--- src/pkg/supply_supervisor_defines.vh ---
// register map, field positions and timing constants for the supply supervisor control
// assumes a 250 MHz system clock and APB register access
`ifndef SUPPLY_SUPERVISOR_DEFINES_VH
`define SUPPLY_SUPERVISOR_DEFINES_VH

// clock rate in MHz
`define CLOCK_MHZ            250
// times in ns as printed
`define SLOW_DELAY_NS        150000
`define FAST_DELAY_NS        2000
`define OVERSHOOT_NS         6000
// cycle counts derived from times; least times rounded up
`define SLOW_DELAY_CYC       ((`SLOW_DELAY_NS * `CLOCK_MHZ + 999) / 1000)
`define FAST_DELAY_CYC       ((`FAST_DELAY_NS * `CLOCK_MHZ + 999) / 1000)
`define OVERSHOOT_CYC        ((`OVERSHOOT_NS * `CLOCK_MHZ + 999) / 1000)
`define CNT_W                16

// register byte addresses
`define ADDR_LOW_CTRL        12'h000
`define ADDR_HIGH_CTRL       12'h004
`define ADDR_FLAGS           12'h008
`define ADDR_MODE            12'h00C
`define ADDR_STATE           12'h010
// unlock and prolong offsets are word indexes; byte address is four times the index
`define IDX_UNLOCK           10'h110
`define IDX_PROLONG          10'h112
`define ADDR_UNLOCK          ({`IDX_UNLOCK, 2'b00})
`define ADDR_PROLONG         ({`IDX_PROLONG, 2'b00})
`define ADDR_W               12

// side control fields
`define F_SUP_EN             0
`define F_SUP_KEEP           1
`define F_SUP_FP             2
`define F_MON_EN             3
`define F_MON_FP             4
`define F_AUTO               5
`define CTRL_W               6
`define CTRL_RESET           6'h01

// flags register fields
`define F_LOW_SETTLE         0
`define F_HIGH_SETTLE        1
`define F_HOLD               2
`define F_OVERSHOOT          3
`define F_HUNG               4

// mode register fields
`define F_DEEP_REQ           0

// unlock key and prolong enable mask
`define UNLOCK_KEY           16'h9602
`define PROLONG_MASK         16'h0800

// supervisor state encoding
`define ST_OFF               2'h0
`define ST_NORMAL            2'h1
`define ST_FULL              2'h2

`endif

--- src/core/side_state_decode.v ---
// decodes one supply side's control bits into its awake and deep sleep states
// assumes plain control bits from the register file; purely combinational
`timescale 1ns/1ps
`include "supply_supervisor_defines.vh"

module side_state_decode (
  // control bits
  input  wire [5:0] i_ctrl,
  input  wire       i_deep_sleep,
  // decoded states
  output reg  [1:0] o_sup_state,
  output reg  [1:0] o_mon_state
);

  reg [1:0] awake_sup;
  reg [1:0] awake_mon;

  // awake state from enable and full performance, then deep sleep override
  always @* begin
    awake_sup = i_ctrl[`F_SUP_EN] ? (i_ctrl[`F_SUP_FP] ? `ST_FULL : `ST_NORMAL) : `ST_OFF;
    awake_mon = i_ctrl[`F_MON_EN] ? (i_ctrl[`F_MON_FP] ? `ST_FULL : `ST_NORMAL) : `ST_OFF;
    o_sup_state = awake_sup;
    o_mon_state = awake_mon;
    if (i_deep_sleep) begin
      if (!i_ctrl[`F_AUTO]) begin
        // manual: supervisor kept only with keep bit, monitor always kept
        o_sup_state = i_ctrl[`F_SUP_KEEP] ? awake_sup : `ST_OFF;
        o_mon_state = awake_mon;
      end else begin
        // automatic: kept full performance supervisor and full performance monitor drop to normal, all else off
        o_sup_state = (i_ctrl[`F_SUP_EN] && i_ctrl[`F_SUP_KEEP] && i_ctrl[`F_SUP_FP]) ?
                      `ST_NORMAL : `ST_OFF;
        o_mon_state = (awake_mon == `ST_FULL) ? `ST_NORMAL : `ST_OFF;
      end
    end
  end

endmodule

--- src/core/supply_supervisor_lowpower_control.v ---
// supply supervisor and monitor control with wake-up hold-off and settling flags
// assumes an APB master on the system clock; comparators and regulator are outside
//
// How it works
// - slow wake hold-off 150 us in normal mode
// - fast 2 us hold-off when off or full
// - oscillator may overshoot 6 us after deep exit
// - sub-system clock never gated by hold-off
// - full performance settling delay about 2 us
// - normal mode settling delay about 150 us
// - low supervisor awake state from enable, full
// - manual deep sleep keeps state if keep bit
// - automatic deep sleep off except all-ones normal
// - slow wake only for normal low supervisor or low monitor
// - low monitor deep states per manual or automatic
// - high supervisor follows low side manual rules
// - high automatic deep sleep off except all-ones
// - high monitor deep states per manual, automatic
// - unlock key then mask enables prolongation; brownout clears
// - program reset, external reset clear hung state
`timescale 1ns/1ps
`include "supply_supervisor_defines.vh"

module supply_supervisor_lowpower_control (
  // clock and resets
  input  wire        i_clock,
  input  wire        i_reset_n,
  input  wire        i_brownout_reset,
  input  wire        i_program_unexpected_reset,
  input  wire        i_external_reset,
  // apb slave
  input  wire        i_psel,
  input  wire        i_penable,
  input  wire        i_pwrite,
  input  wire [11:0] i_paddr,
  input  wire [31:0] i_pwdata,
  input  wire [3:0]  i_pstrb,
  output wire        o_pready,
  output reg  [31:0] o_prdata,
  output reg         o_pslverr,
  // power mode events
  input  wire        i_wake_event,
  // supervisor states to analogue
  output wire [1:0]  o_low_sup_state,
  output wire [1:0]  o_low_mon_state,
  output wire [1:0]  o_high_sup_state,
  output wire [1:0]  o_high_mon_state,
  // clock and execution gating
  output reg         o_exec_hold,
  output wire        o_main_clock_enable,
  output wire        o_sub_clock_enable,
  output reg         o_osc_overshoot,
  output reg         o_prolong_enable
);

  reg  [`CTRL_W-1:0] low_side_ctrl_reg;
  reg  [`CTRL_W-1:0] high_side_ctrl_reg;
  reg                deep_sleep;
  reg                low_settle_flag;
  reg                high_settle_flag;
  reg  [`CNT_W-1:0]  low_settle_cnt;
  reg  [`CNT_W-1:0]  high_settle_cnt;
  reg  [`CNT_W-1:0]  hold_cnt;
  reg  [`CNT_W-1:0]  over_cnt;
  reg                unlocked;
  reg                hung;
  reg  [15:0]        unlock_word;
  reg  [2:0]         ext_sync;
  reg  [1:0]         wake_sync;
  reg  [1:0]         puc_sync;
  reg  [1:0]         bor_sync;
  wire               wake_level;
  wire               wake_rise;
  wire               ext_rise;
  wire               puc_level;
  wire               bor_level;
  wire               wr;
  wire               rd;
  wire               low_slow;
  wire               high_slow;
  wire               wake_slow;
  wire [`CNT_W-1:0]  slow_cyc;
  wire [`CNT_W-1:0]  fast_cyc;
  wire [`CNT_W-1:0]  over_cyc;
  reg  [31:0]        next_prdata;
  reg                next_pslverr;

  // counts worked out at 32 bits, then cut on purpose to the counter width
  wire [31:0]        slow_cyc_full = `SLOW_DELAY_CYC;
  wire [31:0]        fast_cyc_full = `FAST_DELAY_CYC;
  wire [31:0]        over_cyc_full = `OVERSHOOT_CYC;

  assign slow_cyc = slow_cyc_full[`CNT_W-1:0];
  assign fast_cyc = fast_cyc_full[`CNT_W-1:0];
  assign over_cyc = over_cyc_full[`CNT_W-1:0];

  // pin inputs pass two flops before use
  always @(posedge i_clock or negedge i_reset_n) begin
    if (!i_reset_n) begin
      wake_sync <= 2'h0;
      puc_sync  <= 2'h0;
      bor_sync  <= 2'h0;
      ext_sync  <= 3'h0;
    end else begin
      wake_sync <= {wake_sync[0], i_wake_event};
      puc_sync  <= {puc_sync[0], i_program_unexpected_reset};
      bor_sync  <= {bor_sync[0], i_brownout_reset};
      ext_sync  <= {ext_sync[1:0], i_external_reset};
    end
  end

  assign wake_level = wake_sync[1];
  assign puc_level  = puc_sync[1];
  assign bor_level  = bor_sync[1];
  assign ext_rise   = ext_sync[1] & ~ext_sync[2];

  // synchronised wake level taken only while in deep sleep
  assign wake_rise = wake_level & deep_sleep;

  // apb decode; always zero wait states
  assign o_pready = 1'b1;
  assign wr = i_psel & i_penable & i_pwrite;
  assign rd = i_psel & ~i_penable & ~i_pwrite;

  // per-side state decode
  side_state_decode u_low (
    .i_ctrl       (low_side_ctrl_reg),
    .i_deep_sleep (deep_sleep),
    .o_sup_state  (o_low_sup_state),
    .o_mon_state  (o_low_mon_state)
  );

  side_state_decode u_high (
    .i_ctrl       (high_side_ctrl_reg),
    .i_deep_sleep (deep_sleep),
    .o_sup_state  (o_high_sup_state),
    .o_mon_state  (o_high_mon_state)
  );

  // settle speed: normal-mode supervisor means slow
  assign low_slow  = low_side_ctrl_reg[`F_SUP_EN] & ~low_side_ctrl_reg[`F_SUP_FP];
  assign high_slow = high_side_ctrl_reg[`F_SUP_EN] & ~high_side_ctrl_reg[`F_SUP_FP];
  // slow wake when the low supervisor or low monitor is in normal mode
  assign wake_slow = low_slow |
                     (low_side_ctrl_reg[`F_MON_EN] & ~low_side_ctrl_reg[`F_MON_FP]);

  // clock gating: sub clock free running, main clock held with execution
  assign o_sub_clock_enable  = 1'b1;
  assign o_main_clock_enable = ~o_exec_hold;

  // control registers and deep sleep request
  always @(posedge i_clock or negedge i_reset_n) begin
    if (!i_reset_n) begin
      low_side_ctrl_reg  <= `CTRL_RESET;
      high_side_ctrl_reg <= `CTRL_RESET;
      deep_sleep         <= 1'b0;
    end else begin
      if (wr && i_paddr == `ADDR_LOW_CTRL && i_pstrb[0])
        low_side_ctrl_reg <= i_pwdata[`CTRL_W-1:0];
      if (wr && i_paddr == `ADDR_HIGH_CTRL && i_pstrb[0])
        high_side_ctrl_reg <= i_pwdata[`CTRL_W-1:0];
      // wake wins over a fresh sleep request in the same cycle
      if (wake_rise || puc_level || ext_rise)
        deep_sleep <= 1'b0;
      else if (wr && i_paddr == `ADDR_MODE && i_pstrb[0] && i_pwdata[`F_DEEP_REQ])
        deep_sleep <= 1'b1;
    end
  end

  // settling delays, restarted by each write to a control register
  always @(posedge i_clock or negedge i_reset_n) begin
    if (!i_reset_n) begin
      low_settle_flag  <= 1'b0;
      high_settle_flag <= 1'b0;
      low_settle_cnt   <= {`CNT_W{1'b0}};
      high_settle_cnt  <= {`CNT_W{1'b0}};
    end else begin
      if (wr && i_paddr == `ADDR_LOW_CTRL && i_pstrb[0]) begin
        low_settle_flag <= 1'b1;
        low_settle_cnt  <= (i_pwdata[`F_SUP_EN] && !i_pwdata[`F_SUP_FP]) ?
                           slow_cyc : fast_cyc;
      end else if (low_settle_flag) begin
        if (low_settle_cnt <= 16'h0001)
          low_settle_flag <= 1'b0;
        low_settle_cnt <= low_settle_cnt - 16'h0001;
      end
      if (wr && i_paddr == `ADDR_HIGH_CTRL && i_pstrb[0]) begin
        high_settle_flag <= 1'b1;
        high_settle_cnt  <= (i_pwdata[`F_SUP_EN] && !i_pwdata[`F_SUP_FP]) ?
                            slow_cyc : fast_cyc;
      end else if (high_settle_flag) begin
        if (high_settle_cnt <= 16'h0001)
          high_settle_flag <= 1'b0;
        high_settle_cnt <= high_settle_cnt - 16'h0001;
      end
    end
  end

  // wake-up hold-off and oscillator overshoot window
  always @(posedge i_clock or negedge i_reset_n) begin
    if (!i_reset_n) begin
      o_exec_hold     <= 1'b0;
      o_osc_overshoot <= 1'b0;
      hold_cnt        <= {`CNT_W{1'b0}};
      over_cnt        <= {`CNT_W{1'b0}};
    end else begin
      if (wake_rise) begin
        o_exec_hold     <= 1'b1;
        hold_cnt        <= wake_slow ? slow_cyc : fast_cyc;
        o_osc_overshoot <= 1'b1;
        over_cnt        <= over_cyc;
      end else begin
        // release without software once the count runs out
        if (o_exec_hold) begin
          if (hold_cnt <= 16'h0001)
            o_exec_hold <= 1'b0;
          hold_cnt <= hold_cnt - 16'h0001;
        end
        if (o_osc_overshoot) begin
          if (over_cnt <= 16'h0001)
            o_osc_overshoot <= 1'b0;
          over_cnt <= over_cnt - 16'h0001;
        end
      end
    end
  end

  // hung flag: sleep entered while settling; cleared by program and external resets
  always @(posedge i_clock or negedge i_reset_n) begin
    if (!i_reset_n) begin
      hung <= 1'b0;
    end else if (puc_level || ext_rise) begin
      hung <= 1'b0;
    end else if (wr && i_paddr == `ADDR_MODE && i_pstrb[0] && i_pwdata[`F_DEEP_REQ] &&
                 (low_settle_flag || high_settle_flag)) begin
      hung <= 1'b1; // a limitation kept visible: software ignored the settle flags
    end
  end

  // prolongation unlock sequence; brown-out clears it
  always @(posedge i_clock or negedge i_reset_n) begin
    if (!i_reset_n) begin
      unlock_word      <= 16'h0000;
      unlocked         <= 1'b0;
      o_prolong_enable <= 1'b0;
    end else if (bor_level) begin
      unlock_word      <= 16'h0000;
      unlocked         <= 1'b0;
      o_prolong_enable <= 1'b0;
    end else if (wr && i_paddr == `ADDR_UNLOCK) begin
      unlock_word <= i_pwdata[15:0];
      unlocked    <= (i_pwdata[15:0] == `UNLOCK_KEY);
    end else if (wr && i_paddr == `ADDR_PROLONG && unlocked &&
                 (i_pwdata[15:0] & `PROLONG_MASK) != 16'h0000) begin
      o_prolong_enable <= 1'b1;
    end
  end

  // read mux; unmapped addresses answer with an error
  always @* begin
    next_prdata  = 32'h00000000;
    next_pslverr = 1'b0;
    case (i_paddr)
      `ADDR_LOW_CTRL:        next_prdata = {26'h0, low_side_ctrl_reg};
      `ADDR_HIGH_CTRL:       next_prdata = {26'h0, high_side_ctrl_reg};
      `ADDR_FLAGS:           next_prdata = {27'h0, hung, o_osc_overshoot, o_exec_hold,
                                            high_settle_flag, low_settle_flag};
      `ADDR_MODE:            next_prdata = {31'h0, deep_sleep};
      `ADDR_STATE:           next_prdata = {24'h0, o_high_mon_state, o_high_sup_state,
                                            o_low_mon_state, o_low_sup_state};
      `ADDR_UNLOCK:          next_prdata = {16'h0, unlock_word};
      `ADDR_PROLONG:         next_prdata = {20'h0, o_prolong_enable, 11'h0};
      default:               next_pslverr = 1'b1;
    endcase
  end

  // read data and error registered in the setup cycle
  always @(posedge i_clock or negedge i_reset_n) begin
    if (!i_reset_n) begin
      o_prdata  <= 32'h00000000;
      o_pslverr <= 1'b0;
    end else if (i_psel && !i_penable) begin
      o_prdata  <= rd ? next_prdata : 32'h00000000;
      o_pslverr <= next_pslverr;
    end
  end

endmodule

--- config.mk ---
export PLATFORM = sky130hd
export DESIGN_NAME = supply_supervisor_lowpower_control
export DESIGN_NICKNAME = d
export VERILOG_FILES = /design/src/core/side_state_decode.v /design/src/core/supply_supervisor_lowpower_control.v
export VERILOG_INCLUDE_DIRS = /design/src /design/src/pkg
export SDC_FILE = /design/constraint.sdc
export NUM_CORES = 1
export LEC_CHECK = 0
export ABC_AREA = 1
export BUFFER_PORTS_ARGS = -buffer_cell sky130_fd_sc_hd__buf_2
export CAP_MARGIN = 5
export CORE_MARGIN = 2
export CORE_UTILIZATION = 58
export CTS_BUF_LIST = sky130_fd_sc_hd__clkbuf_16
export DETAILED_ROUTE_END_ITERATION = 10
export PLACE_DENSITY = 0.83
export SLEW_MARGIN = 15
export SYNTH_ARGS = -nofsm -noshare
export SYNTH_HDL_FRONTEND = slang
export SYNTH_HIERARCHICAL = 1
export SYNTH_SLANG_ARGS = --single-unit
export TNS_END_PERCENT = 30
--- constraint.sdc ---
create_clock -name i_clock -period 1.58 [get_ports i_clock]
set_input_delay 0.079 -clock i_clock [delete_from_list [all_inputs] [get_ports i_clock]]
set_output_delay 0.079 -clock i_clock [all_outputs]
set_load 0.03 [all_outputs]
-- After elaboration in Yosys (flattened, before gate mapping)
Index checks and enable logic that the tools add are counted.
- add/sub/neg operators: 4
- order comparisons: 4
- equal/unequal tests: 10
- mux-type cells: 58
- bitwise gates (word level): 15
- reductions and logical operators: 35
- operators with widths (cell ; count):
    two-way mux 16 bit ; 12
    one-hot mux 16 bit (7 select lines) ; 1
    <= comparator 16 x 1 -> 1 bit (second input constant) ; 4
    subtractor 16 x 1 -> 16 bit (second input constant) ; 4
    two-way mux 2 bit ; 18
    two-way mux 32 bit ; 1
    two-way mux 1 bit ; 26
    equality test 12 x 11 -> 1 bit (second input constant) ; 2
    equality test 12 x 4 -> 1 bit (second input constant) ; 2
    logical AND 1 bit ; 18
    equality test 16 bit (second input constant) ; 1
    nonzero test 2 bit ; 8
    equality test 12 x 3 -> 1 bit (second input constant) ; 1
    equality test 12 x 5 -> 1 bit (second input constant) ; 1
    zero test 12 bit ; 1
    AND 1 bit ; 8
    OR reduction 7 bit ; 1
    NOT 1 bit ; 6
    equality test 2 bit (second input constant) ; 2
    logical OR 1 bit ; 4
    zero test 1 bit ; 2
    != test 2 bit (second input constant) ; 1
    AND reduction 2 bit ; 1
    OR 1 bit ; 1
- flip-flop bits (word level): 142
- input port bits: 57
- output and inout bits: 47
- logic and storage cells: 147

-- Longest topological paths before layout
Gate-level depths: netlist (run 1).
- word-level depth: 8
- depth in mapped cells: 10
- gate-level depth less buffers: 10

-- Modules after synthesis
Netlist (run 1), hierarchy kept.
- modules (own cells, without submodules) (module ; instances ; cells an instance ; area each (µm²) ; sequential area each (µm²)):
    supply_supervisor_lowpower_control ; 1 ; 900 ; 6810.3 ; 3155.5
    side_state_decode ; 2 ; 19 ; 77.6 ; 0.0

-- Least setup slack after synthesis (run 1)
OpenSTA, ideal clock, no wires.
- path type: register to register
- from: reg o_exec_hold
- to: reg hold_cnt[11]
- library setup time: 0.123 ns
- arrival: 1.428 ns
- required time: 1.457 ns
- path slack: 0.028 ns
- cell stages (with the launch flop): 6
- buffers on the path: 0
- period minus slack after synthesis: 1.552 ns
- cells stage by stage: dfrtp_1 inv_1 nor3_1 nand3_1 o21ai_0 a21oi_1
- cells in the longest elaborated chain, start to end: 1
- RTL lines (element ; line ; RTL):
    from (decl) ; supply_supervisor_lowpower_control.v:49 ; output reg o_exec_hold,
    from (signal assigned) ; supply_supervisor_lowpower_control.v:202 ; o_exec_hold <= 1'b0;
    from (signal assigned) ; supply_supervisor_lowpower_control.v:208 ; o_exec_hold <= 1'b1;
    from (signal assigned) ; supply_supervisor_lowpower_control.v:216 ; o_exec_hold <= 1'b0;
    nonzero test 2 bit (no line) ; - ;
    to (signal assigned) ; supply_supervisor_lowpower_control.v:204 ; hold_cnt <= {`CNT_W{1'b0}};
    to (signal assigned) ; supply_supervisor_lowpower_control.v:209 ; hold_cnt <= wake_slow ? slow_cyc : fast_cyc;
    to (signal assigned) ; supply_supervisor_lowpower_control.v:217 ; hold_cnt <= hold_cnt - 16'h0001;
    to (decl) ; supply_supervisor_lowpower_control.v:63 ; reg [`CNT_W-1:0] hold_cnt;
No other way between the ends.
A chain may end at the register's enable or synchronous reset.

-- Worst setup path in the final report (run 1)
- from: reg deep_sleep
- to: out o_low_mon_state[1]
- cells in the longest elaborated chain, start to end: 1
- RTL lines (element ; line ; RTL):
    from (decl) ; supply_supervisor_lowpower_control.v:58 ; reg deep_sleep;
    from (signal assigned) ; supply_supervisor_lowpower_control.v:156 ; deep_sleep <= 1'b0;
    from (signal assigned) ; supply_supervisor_lowpower_control.v:164 ; deep_sleep <= 1'b0;
    from (signal assigned) ; supply_supervisor_lowpower_control.v:166 ; deep_sleep <= 1'b1;
    two-way mux 2 bit ; side_state_decode.v:24 ; if (i_deep_sleep) begin
    to (decl) ; supply_supervisor_lowpower_control.v:45 ; output wire [1:0] o_low_mon_state,
No other way between the ends.

==> reports/results.ini, run 1 <==
[min_path]
min_path_type=input port to register
min-delay-start=i_paddr[0]

[worst_setup_path]
cp.required_ns=1.50
cp-startpoint=deep_sleep
cp-end-kind=primary output
worstPathMaxFanout=7
setup.worst_path.class=register to primary output
worstPathArrival_ns=1.51
reg2reg_from=over_cnt[2]
start_kind=register

[synth]
synth_top_area_cell=dfrtp_1
synthTopCellsByArea=dfrtp_1 (45%), nand2_1 (11%), inv_1 (7.5%)
async_flop_share_pct=100.0
netlist_top_cells_count=nand2_1 (208), inv_1 (139), nor2_1 (138), dfrtp_1 (124), nand3_1 (78)
ys_types=39
synth_top_family_by_area=simple AND/OR/NAND/NOR gates
yosysWarnings=6
synthMuxAreaShare_pct=0
synth_seq_cells=126
synth_fa_ha_area_share_pct=1.437
synth_xor_area_share_pct=1.760
syn_area_um2=6965
synth-simple-area-share_pct=30.02
postSynthAreaPerCell_um2=7.426
synth_enable_flop_cells=0
synth-compound-area-share_pct=10.11
postSynthCellCount=938
synth.top_cell.area_share_pct=44.55
synth_ff_type=dfrtp_1
yosysSeqAreaShare_pct=45.30
yosysMostFrequentCell=nand2_1

[power]
clockPowerShare_pct=52.7
p_comb_share_pct=7.3
swShare_pct=23.05
power.density_nw_per_um2=1002
pwr-share-seq_pct=40.0
p_int_mw=6.675
ir_drop_mv=0.6923
leakage_nw=4.550
p_switching_mw=2.000

[timing]
setup_ws_ns=-0.004309
finClkSkew_ns=0.004607
rsz0062_at_grt=true
setup_viol=1
slew_viol_final=0
min_period_ns=1.584
fmax_ghz=0.6312
period_share_pct=100.3
hold_viol_final=0
finalSetupTns_ns=-0.004309

[placed_design]
io_buffer_count=66
gp_congestion=0.9070
dpl_worst_slack_ns=0.01279
dp_hpwl_mm=11.33

[clock_network]
clock_latency_ns=0.42
cts_buffer_depth=2
root_buffer=clkbuf_16
cts.sinks=126
clk_pin_slew_ns=0.06
numCtsBuffers=17
htree_levels=4
cts_tree=done

[routing]
detail-route-antenna-nets=0
drt_wl_total_mm=16.92
first_pass_iters=5
wire_per_inst_um=13.93
drtIter0Drc=569
remaining_drc_errors=0
vias=6550
via_per_inst=5.395

[floorplan]
initial_utilization_pct=58.72
design.core.area_um2=11860
dieArea_um2=12900
fp-row-count=40
die_h_um=113.6
die_x_um=113.6
io_pins=104

[status]
violations=negative setup slack
status=finished with violations

[global_routing]
antenna_found_initial=0
grt_overflow=0
grtUsageTotal_pct=26.94
grt_pass1_vias=6170
grt_max_degree=44
grt_pass1_wl_mm=27.72

[layout]
antenna_cells=0
area_delta_synth_final_pct=24.23
layout.nets=1119
drive_gt1_share_pct=18.65

[run]
cap_violations=0

[placed cells by master, fill, tap and decap left out, types with 3 or more instances in the layout]
master / synthesis / layout
dlygate4sd3_1: 0 / 17
nor3_2: 0 / 5
buf_12: 0 / 4
xnor2_1: 6 / 6
o22ai_1: 16 / 16
buf_6: 4 / 4
or2_2: 3 / 3
inv_1: 139 / 134
nand2_1: 208 / 203
nor3_1: 13 / 7
nor4_1: 4 / 4
clkbuf_16: 0 / 17
bufinv_16: 0 / 7
dfrtp_1: 124 / 123
buf_4: 19 / 34
nor2_2: 1 / 13
xor2_1: 8 / 8
conb_1: 2 / 18
nand3_1: 78 / 77
nand3_4: 3 / 4
nand2_2: 11 / 14
nor2_1: 138 / 121
nand4_1: 14 / 14
o21ai_0: 71 / 68
nor2_4: 4 / 9
a21oi_1: 24 / 24
inv_2: 2 / 7
clkinvlp_4: 0 / 4
ha_1: 8 / 5
o211ai_1: 3 / 3
buf_2: 7 / 58
o21ai_1: 7 / 10
[per-stage QoR]
step	hold slack, ns	instance area (um^2)	total power [mW]	util [%]	std cells
after floorplan	-0.2166	7025	3.866	-	954
after global placement	-0.001491	7571	4.049	63.83	1161
after detailed placement	0.0004536	7571	4.069	63.83	1161
after CTS	0.003154	8454	8.669	71.28	1210
after global routing	0.01763	8653	8.941	72.95	1214
final	0.01469	8653	8.675	72.95	1214
[worst max-delay path, stage by stage (launching register included)]
cell and delay (ns):
dfrtp_2 0.47, nand2_2 0.15, nand2_2 0.07, nor2_1 0.17
buf_2 0.23
[layer usage]
layer  up-vias  GRT usage, %  wire length (um)
li1       3193             -                 -
met1      3044         34.06              7027
met2       257         44.55              8270
met3        56         5.685              1099
met4         0         12.68               517
met5         -             0                 0
[power by group through the flow]
stage	Combinational [mW]	Sequential [mW]	Clock [mW]
finish	0.631	3.47	4.57
global route	0.700	3.48	4.76
CTS	0.596	3.46	4.61
detailed placement	0.559	3.51	0
global placement	0.537	3.51	0
floorplan	0.374	3.49	0
[final timing paths]
| check | endpoint | cells past startpoint | slack [ns] |
|---|---|---|---|
| setup / recovery | o_low_mon_state[1] | 4 | -0.004 |
| hold / removal | high_side_ctrl_reg[0] | 4 | 0.01 |
| setup reg to reg | over_cnt[9] | 7 | 0.10 |
| hold reg to reg | puc_sync[1] | 0 | 0.35 |
| max in group asynchronous | o_exec_hold | 3 | 0.95 |
| min in group asynchronous | high_settle_flag | 2 | 0.09 |
[cell families (layout without fill, tap and decap cells)]
| family | after synthesis | after routing |
|---|---|---|
| simple gates | 481 | 481 |
| buf+inv | 178 | 291 |
| compound gates | 129 | 129 |
| flops | 126 | 126 |
| xor+xnor | 14 | 14 |
| fa+ha+maj | 8 | 8 |
| other cells | 2 | 18 |
[layout make-up]
class	instances	area, um^2
clock buffers	17	425.4
clock inverters	15	266.5
fillers	848	3208
inverters	142	538.0
multi-input cells	650	3242
flip-flops and latches	126	3157
well taps	147	183.9
repair buffers	117	840.8
[repair_timing]
action	4_1_cts	5_1_grt
endpoints found under the setup margin	11	38
gates resized for setup	8	57
pin swaps	0	5
hold endpoints to repair	143	0
hold buffers	17	0
setup buffers	0	4
Power figures use the tool's default switching activity.
==> inputs of run 2 (changes only) <==
--- a/config.mk
+++ b/config.mk
@@ -10,10 +10,10 @@
 export BUFFER_PORTS_ARGS = -buffer_cell sky130_fd_sc_hd__buf_2
 export CAP_MARGIN = 5
 export CORE_MARGIN = 2
-export CORE_UTILIZATION = 58
+export CORE_UTILIZATION = 60
 export CTS_BUF_LIST = sky130_fd_sc_hd__clkbuf_16
 export DETAILED_ROUTE_END_ITERATION = 10
-export PLACE_DENSITY = 0.83
+export PLACE_DENSITY = 0.85
 export SLEW_MARGIN = 15
 export SYNTH_ARGS = -nofsm -noshare
 export SYNTH_HDL_FRONTEND = slang
==> constraint.sdc (replaced) <==
create_clock -name i_clock -period 2 [get_ports i_clock]
set_input_delay 0.1 -clock i_clock [delete_from_list [all_inputs] [get_ports i_clock]]
set_output_delay 0.1 -clock i_clock [all_outputs]
set_load 0.03 [all_outputs]
==> reports/results.ini, run 2 (synthesized netlist as in run 1, its figures left out) <==
[status]
status=complete, no violations

[worst_setup_path]
cp-end-kind=primary output
cp.required_ns=1.90  ; +0.40 ns
cp-endpoint=o_high_mon_state[0]
cp-startpoint=deep_sleep
worstPathArrival_ns=1.64  ; +0.13 ns
start_kind=register
r2r_slack_ns=0.27  ; +0.17 ns
reg2reg_to=high_settle_cnt[10]
worstPathMaxFanout=7  ; unchanged
ff2ff_path_depth=9  ; +2
reg2reg_from=high_settle_cnt[0]
setup.worst_path.class=register to primary output

[layout]
stdcell_area_um2=8115  ; -6.2%
drive_gt1_share_pct=12.60  ; -6.1 points
layout.nets=1092  ; -2.4%
antenna_cells=0  ; unchanged
final_cell_mix=nand2_1 (208), inv_1 (140), nor2_1 (138)
area_delta_synth_final_pct=16.51
final_common_cell=nand2_1
final_util_pct=71.38  ; -1.6 points

[global_routing]
grtUsageTotal_pct=26.78  ; -0.15 points
grt_pass1_wl_mm=27.23  ; -1.7%
grt_overflow=0  ; unchanged
grt_max_degree=40  ; -9.1%
antenna_found_initial=0  ; unchanged
grt_pass1_vias=6053  ; -1.9%

[routing]
vias=6320  ; -3.5%
wire_per_inst_um=13.57  ; -2.6%
drtIter0Drc=458  ; -20%
via_per_inst=5.342  ; -0.98%
drt_wl_total_mm=16.06  ; -5.1%
detail-route-antenna-nets=0  ; unchanged
remaining_drc_errors=0  ; unchanged
first_pass_iters=6  ; +1

[power]
power.density_nw_per_um2=766.7  ; -24%
finalPower_mw=6.222  ; -28%
ir_drop_mv=0.7227  ; +4.4%
leakage_nw=4.338  ; -4.7%

[timing]
finClkSkew_ns=0.005760  ; +0.001153 ns
hold_viol_final=0  ; unchanged
tightest_slew_ns=0.6285
slew_viol_final=0  ; unchanged
finalSetupTns_ns=0  ; +0.004309 ns
setup_viol=0  ; -1
rsz0062_at_grt=false
slew-limit-headroom_pct=58.06
period_share_pct=87.23
min_period_ns=1.745
fmax_ghz=0.5732
hold_slack_ns=0.008743  ; -0.005942 ns

[clock_network]
htree_levels=4  ; unchanged
cts_buffer_depth=2  ; unchanged
numCtsBuffers=17  ; unchanged
cts.sinks=126  ; unchanged
cts_tree=done
clock_latency_ns=0.42  ; about the same
cts_setup_buffers=0  ; unchanged
clk_pin_slew_ns=0.06  ; about the same
root_buffer=clkbuf_16

[placed_design]
dpl-instance-area_um2=7376  ; -2.6%
io_buffer_count=66  ; unchanged
gp_congestion=0.9003  ; -0.74%
dp_hpwl_mm=11.05  ; -2.5%

[floorplan]
die_x_um=111.7  ; -1.6%
fp-row-count=39  ; -2.5%
dieArea_um2=12490  ; -3.2%
io_pins=104  ; unchanged
die_h_um=111.7  ; -1.6%
design.core.area_um2=11370  ; -4.1%
initial_utilization_pct=61.26  ; +2.5 points

[min_path]
min-delay-start=i_pwdata[1]
min_path_type=input port to register

[run]
cap_violations=0  ; unchanged

## run 2: layout make-up
| type | count | area, um^2 |
|---|---|---|
| flip-flops and latches | 126 | 3156 |
| well taps | 143 | 178.9 |
| clock inverters | 15 | 153.9 |
| inverters | 142 | 538.0 |
| clock buffers | 17 | 425.4 |
| repair buffers | 90 | 578.1 |
| fillers | 856 | 3254 |
| multi-input cells | 650 | 3085 |
## run 2: worst min-delay path by stage
stage               depth (start not counted)  slack, ns                   end
floorplan                                   0      -0.20           bor_sync[0]
global placement                            1       0.11    high_settle_cnt[6]
detailed placement                          1       0.11    high_settle_cnt[6]
CTS                                         3     0.0009  low_side_ctrl_reg[1]
global route                                3       0.02  low_side_ctrl_reg[0]
finish                                      3      0.009  low_side_ctrl_reg[1]
## run 2: metrics by stage
stage / instances / setup WS (ns)
2_1_floorplan: 954 / 0.4482
5_1_grt: 1183 / 0.06610
6_report: 1183 / 0.2555
4_1_cts: 1183 / 0.2717
3_3_place_gp: 1135 / 0.2990
3_5_place_dp: 1135 / 0.2530
## run 2: what timing repair did
item | 4_1_cts | 5_1_grt
hold buffers | 16 | 0
resized for setup | 0 | 0
hold endpoints to repair | 51 | 0
## run 2: worst max-delay path, cell delays in order, from the launching register on
cell,delay [ns]
dfrtp_1,0.51
nand2_2,0.14
nand2_2,0.09
nand2_1,0.05
nor2_1,0.18
buf_2,0.25
## run 2: per-layer routing
| metal | wire [um] | vias up | global-route usage (%) |
|---|---|---|---|
| met5 | 0 | - | 0 |
| met4 | 348 | 0 | 10.37 |
| met3 | 1023 | 36 | 6.805 |
| met2 | 7856 | 211 | 44.53 |
| met1 | 6830 | 2937 | 33.86 |
| li1 | - | 3136 | - |
## run 2: where the power goes
part	internal, mW	switching (mW)	total [mW]
Combinational	0.160	0.291	0.452
Clock	1.92	1.11	3.04
Sequential	2.64	0.0940	2.73
Total	4.73	1.50	6.22
==> inputs of run 3 (changes only) <==
--- a/config.mk
+++ b/config.mk
@@ -9,6 +9,7 @@
 export ABC_AREA = 1
 export BUFFER_PORTS_ARGS = -buffer_cell sky130_fd_sc_hd__buf_2
 export CAP_MARGIN = 5
+export CORE_ASPECT_RATIO = 0.75
 export CORE_MARGIN = 2
 export CORE_UTILIZATION = 60
 export CTS_BUF_LIST = sky130_fd_sc_hd__clkbuf_16
==> reports/results.ini, run 3 (synthesized netlist as in run 1, its figures left out) <==
[status]
status=complete, no violations

[clock_network]
cts_buffer_depth=2  ; unchanged
clock_latency_ns=0.42  ; about the same
htree_levels=4  ; unchanged
cts.sinks=126  ; unchanged
root_buffer=clkbuf_16
clk_pin_slew_ns=0.06  ; about the same
cts-resized-gates=0  ; unchanged
cts_tree=done
numCtsBuffers=17  ; unchanged

[worst_setup_path]
cp.required_ns=1.90  ; about the same
cp-end-kind=primary output
critPathMostFrequentCell=nand2_2
setup.worst_path.class=register to primary output
worstPathArrival_ns=1.62  ; -0.02 ns
max_stage_delay_ns=0.50  ; about the same
worstPathMaxFanout=7  ; unchanged
cp_slowest_cell=dfrtp_1
start_kind=register
ff2ff_path_depth=10  ; +1
crit_chain=nand2_2 -> nand2_2 -> nand2_1 -> nor2_1 -> buf_2

[floorplan]
fp-row-count=34  ; -13%
die_x_um=128.4  ; +15%
die_h_um=97.31  ; -13%
dieArea_um2=12500  ; about the same
design.core.area_um2=11440  ; +0.65%
io_pins=104  ; unchanged
initial_utilization_pct=60.87  ; -0.40 points

[power]
swShare_pct=25.49  ; +1.4 points
p_comb_share_pct=6.9  ; -0.4 points
p_switching_mw=1.640  ; +9.6%
leakage_nw=4.338  ; about the same
p_int_mw=4.793  ; +1.4%
clockPowerShare_pct=50.6  ; +1.8 points
ir_drop_mv=0.7193  ; -0.46%
pwr-share-seq_pct=42.5  ; -1.4 points
power.density_nw_per_um2=792.6  ; +3.4%

[min_path]
hold_depth=3  ; unchanged
min_path_type=input port to register

[routing]
vias=6472  ; +2.4%
remaining_drc_errors=0  ; unchanged
detail-route-antenna-nets=0  ; unchanged
via_per_inst=5.480  ; +2.6%
first_pass_iters=7  ; +1
wire_per_inst_um=14.02  ; +3.3%
drtIter0Drc=684  ; +49%
drt_wl_total_mm=16.56  ; +3.1%

[layout]
final_cell_mix=nand2_1 (208), inv_1 (139), nor2_1 (138)
fin_cells=1181  ; -0.17%
area_delta_synth_final_pct=16.53  ; about the same
antenna_cells=0  ; unchanged
layout.nets=1089  ; -0.27%
drive_gt1_share_pct=13.21  ; +0.62 points
num-fill-cells=864  ; +0.93%
final_common_cell=nand2_1
final_util_pct=70.93  ; -0.45 points

[timing]
slew_viol_final=0  ; unchanged
hold_viol_final=0  ; unchanged
setup_viol=0  ; unchanged
rsz0062_at_grt=false
setup_ws_ns=0.2795  ; +0.02407 ns
finalSetupTns_ns=0  ; unchanged
fmax_ghz=0.5812  ; +1.4%
period_share_pct=86.02  ; -1.2 points
tightest_slew_ns=0.6644  ; +0.03591 ns
min_period_ns=1.720  ; -0.02406 ns
slew-limit-headroom_pct=55.71  ; -2.3 points
finClkSkew_ns=0.007231  ; +0.001471 ns

[placed_design]
dpl_worst_slack_ns=0.3711  ; +0.1181 ns
dp_cells=1137  ; +0.18%
gp_congestion=0.9185  ; +2.0%
dp_hpwl_mm=11.22  ; +1.6%
io_buffer_count=66  ; unchanged

[global_routing]
antenna_found_initial=0  ; unchanged
grtUsageTotal_pct=27.82  ; +1.0 points
grt_overflow=0  ; unchanged
grt_pass1_wl_mm=27.70  ; +1.7%
grt_pass1_vias=5923  ; -2.1%
grt_max_degree=127  ; +220%

[run]
cap_violations=0  ; unchanged

[run 3: cell types whose count changed in the layout (fill, tap and decap cells not counted), sizes merged]
cell | previous run | this run
clkinv | 10 | 3
buf | 74 | 75
inv | 143 | 150
dlygate4sd3 | 16 | 12
[run 3: final timing paths]
kind	startpoint	slack [ns]	to
min reg2reg	ext_sync[0]	0.35	ext_sync[1]
max reg2reg	over_cnt[0]	0.32	over_cnt[14]
min in group asynchronous	i_reset_n	0.33	low_settle_cnt[15]
max	deep_sleep	0.28	o_high_mon_state[0]
max in group asynchronous	i_reset_n	1.19	low_side_ctrl_reg[5]
min	i_paddr[2]	0.006	high_side_ctrl_reg[0]
[run 3: area by class of cell]
cell class                 count  area, um^2  share of cell area [%]
clock buffer                  17       425.4                   5.241
clock inverter                15       198.9                   2.451
multi-input combinational    650        3085                   38.01
timing repair buffer          87       533.0                   6.567
sequential                   126        3156                   38.88
inverter                     142       538.0                   6.629
tap                          144       180.2                   2.220
[run 3: power groups by stage]
| stage | sequential, mW | clock, mW | combinational, mW |
|---|---|---|---|
| 3_5_place_dp | 2.77 | 0 | 0.419 |
| 3_3_place_gp | 2.77 | 0 | 0.406 |
| 2_1_floorplan | 2.76 | 0 | 0.296 |
| 6_report | 2.74 | 3.25 | 0.443 |
| 4_1_cts | 2.73 | 3.29 | 0.441 |
| 5_1_grt | 2.75 | 3.42 | 0.498 |
[run 3: what timing repair did]
item                      4_1_cts  5_1_grt
hold endpoints to repair      136        0
setup buffers                   0        0
hold buffers                   12        0
[run 3: critical path: cells and delay by family, from the launching register on]
family,cells,cell delay [ns]
flops,1,0.50
buf+inv,1,0.25
simple gates,4,0.46
[run 3: metal layers]
metal	GRT usage [%]	vias up	wire [um]
li1	-	3138	-
met1	39.41	3009	7426
met2	43.58	295	7552
met3	6.167	30	1321
met4	7.354	0	254
met5	0	-	0
[run 3: per-stage QoR]
stage | hold slack [ns] | total power, mW | instance area (um^2)
finish | 0.006303 | 6.433 | 8117
global route | 0.01235 | 6.661 | 8117
CTS | 0.002211 | 6.466 | 8117
detailed placement | 0.2109 | 3.193 | 7372
global placement | 0.2079 | 3.178 | 7372
floorplan | -0.1956 | 3.054 | 7025
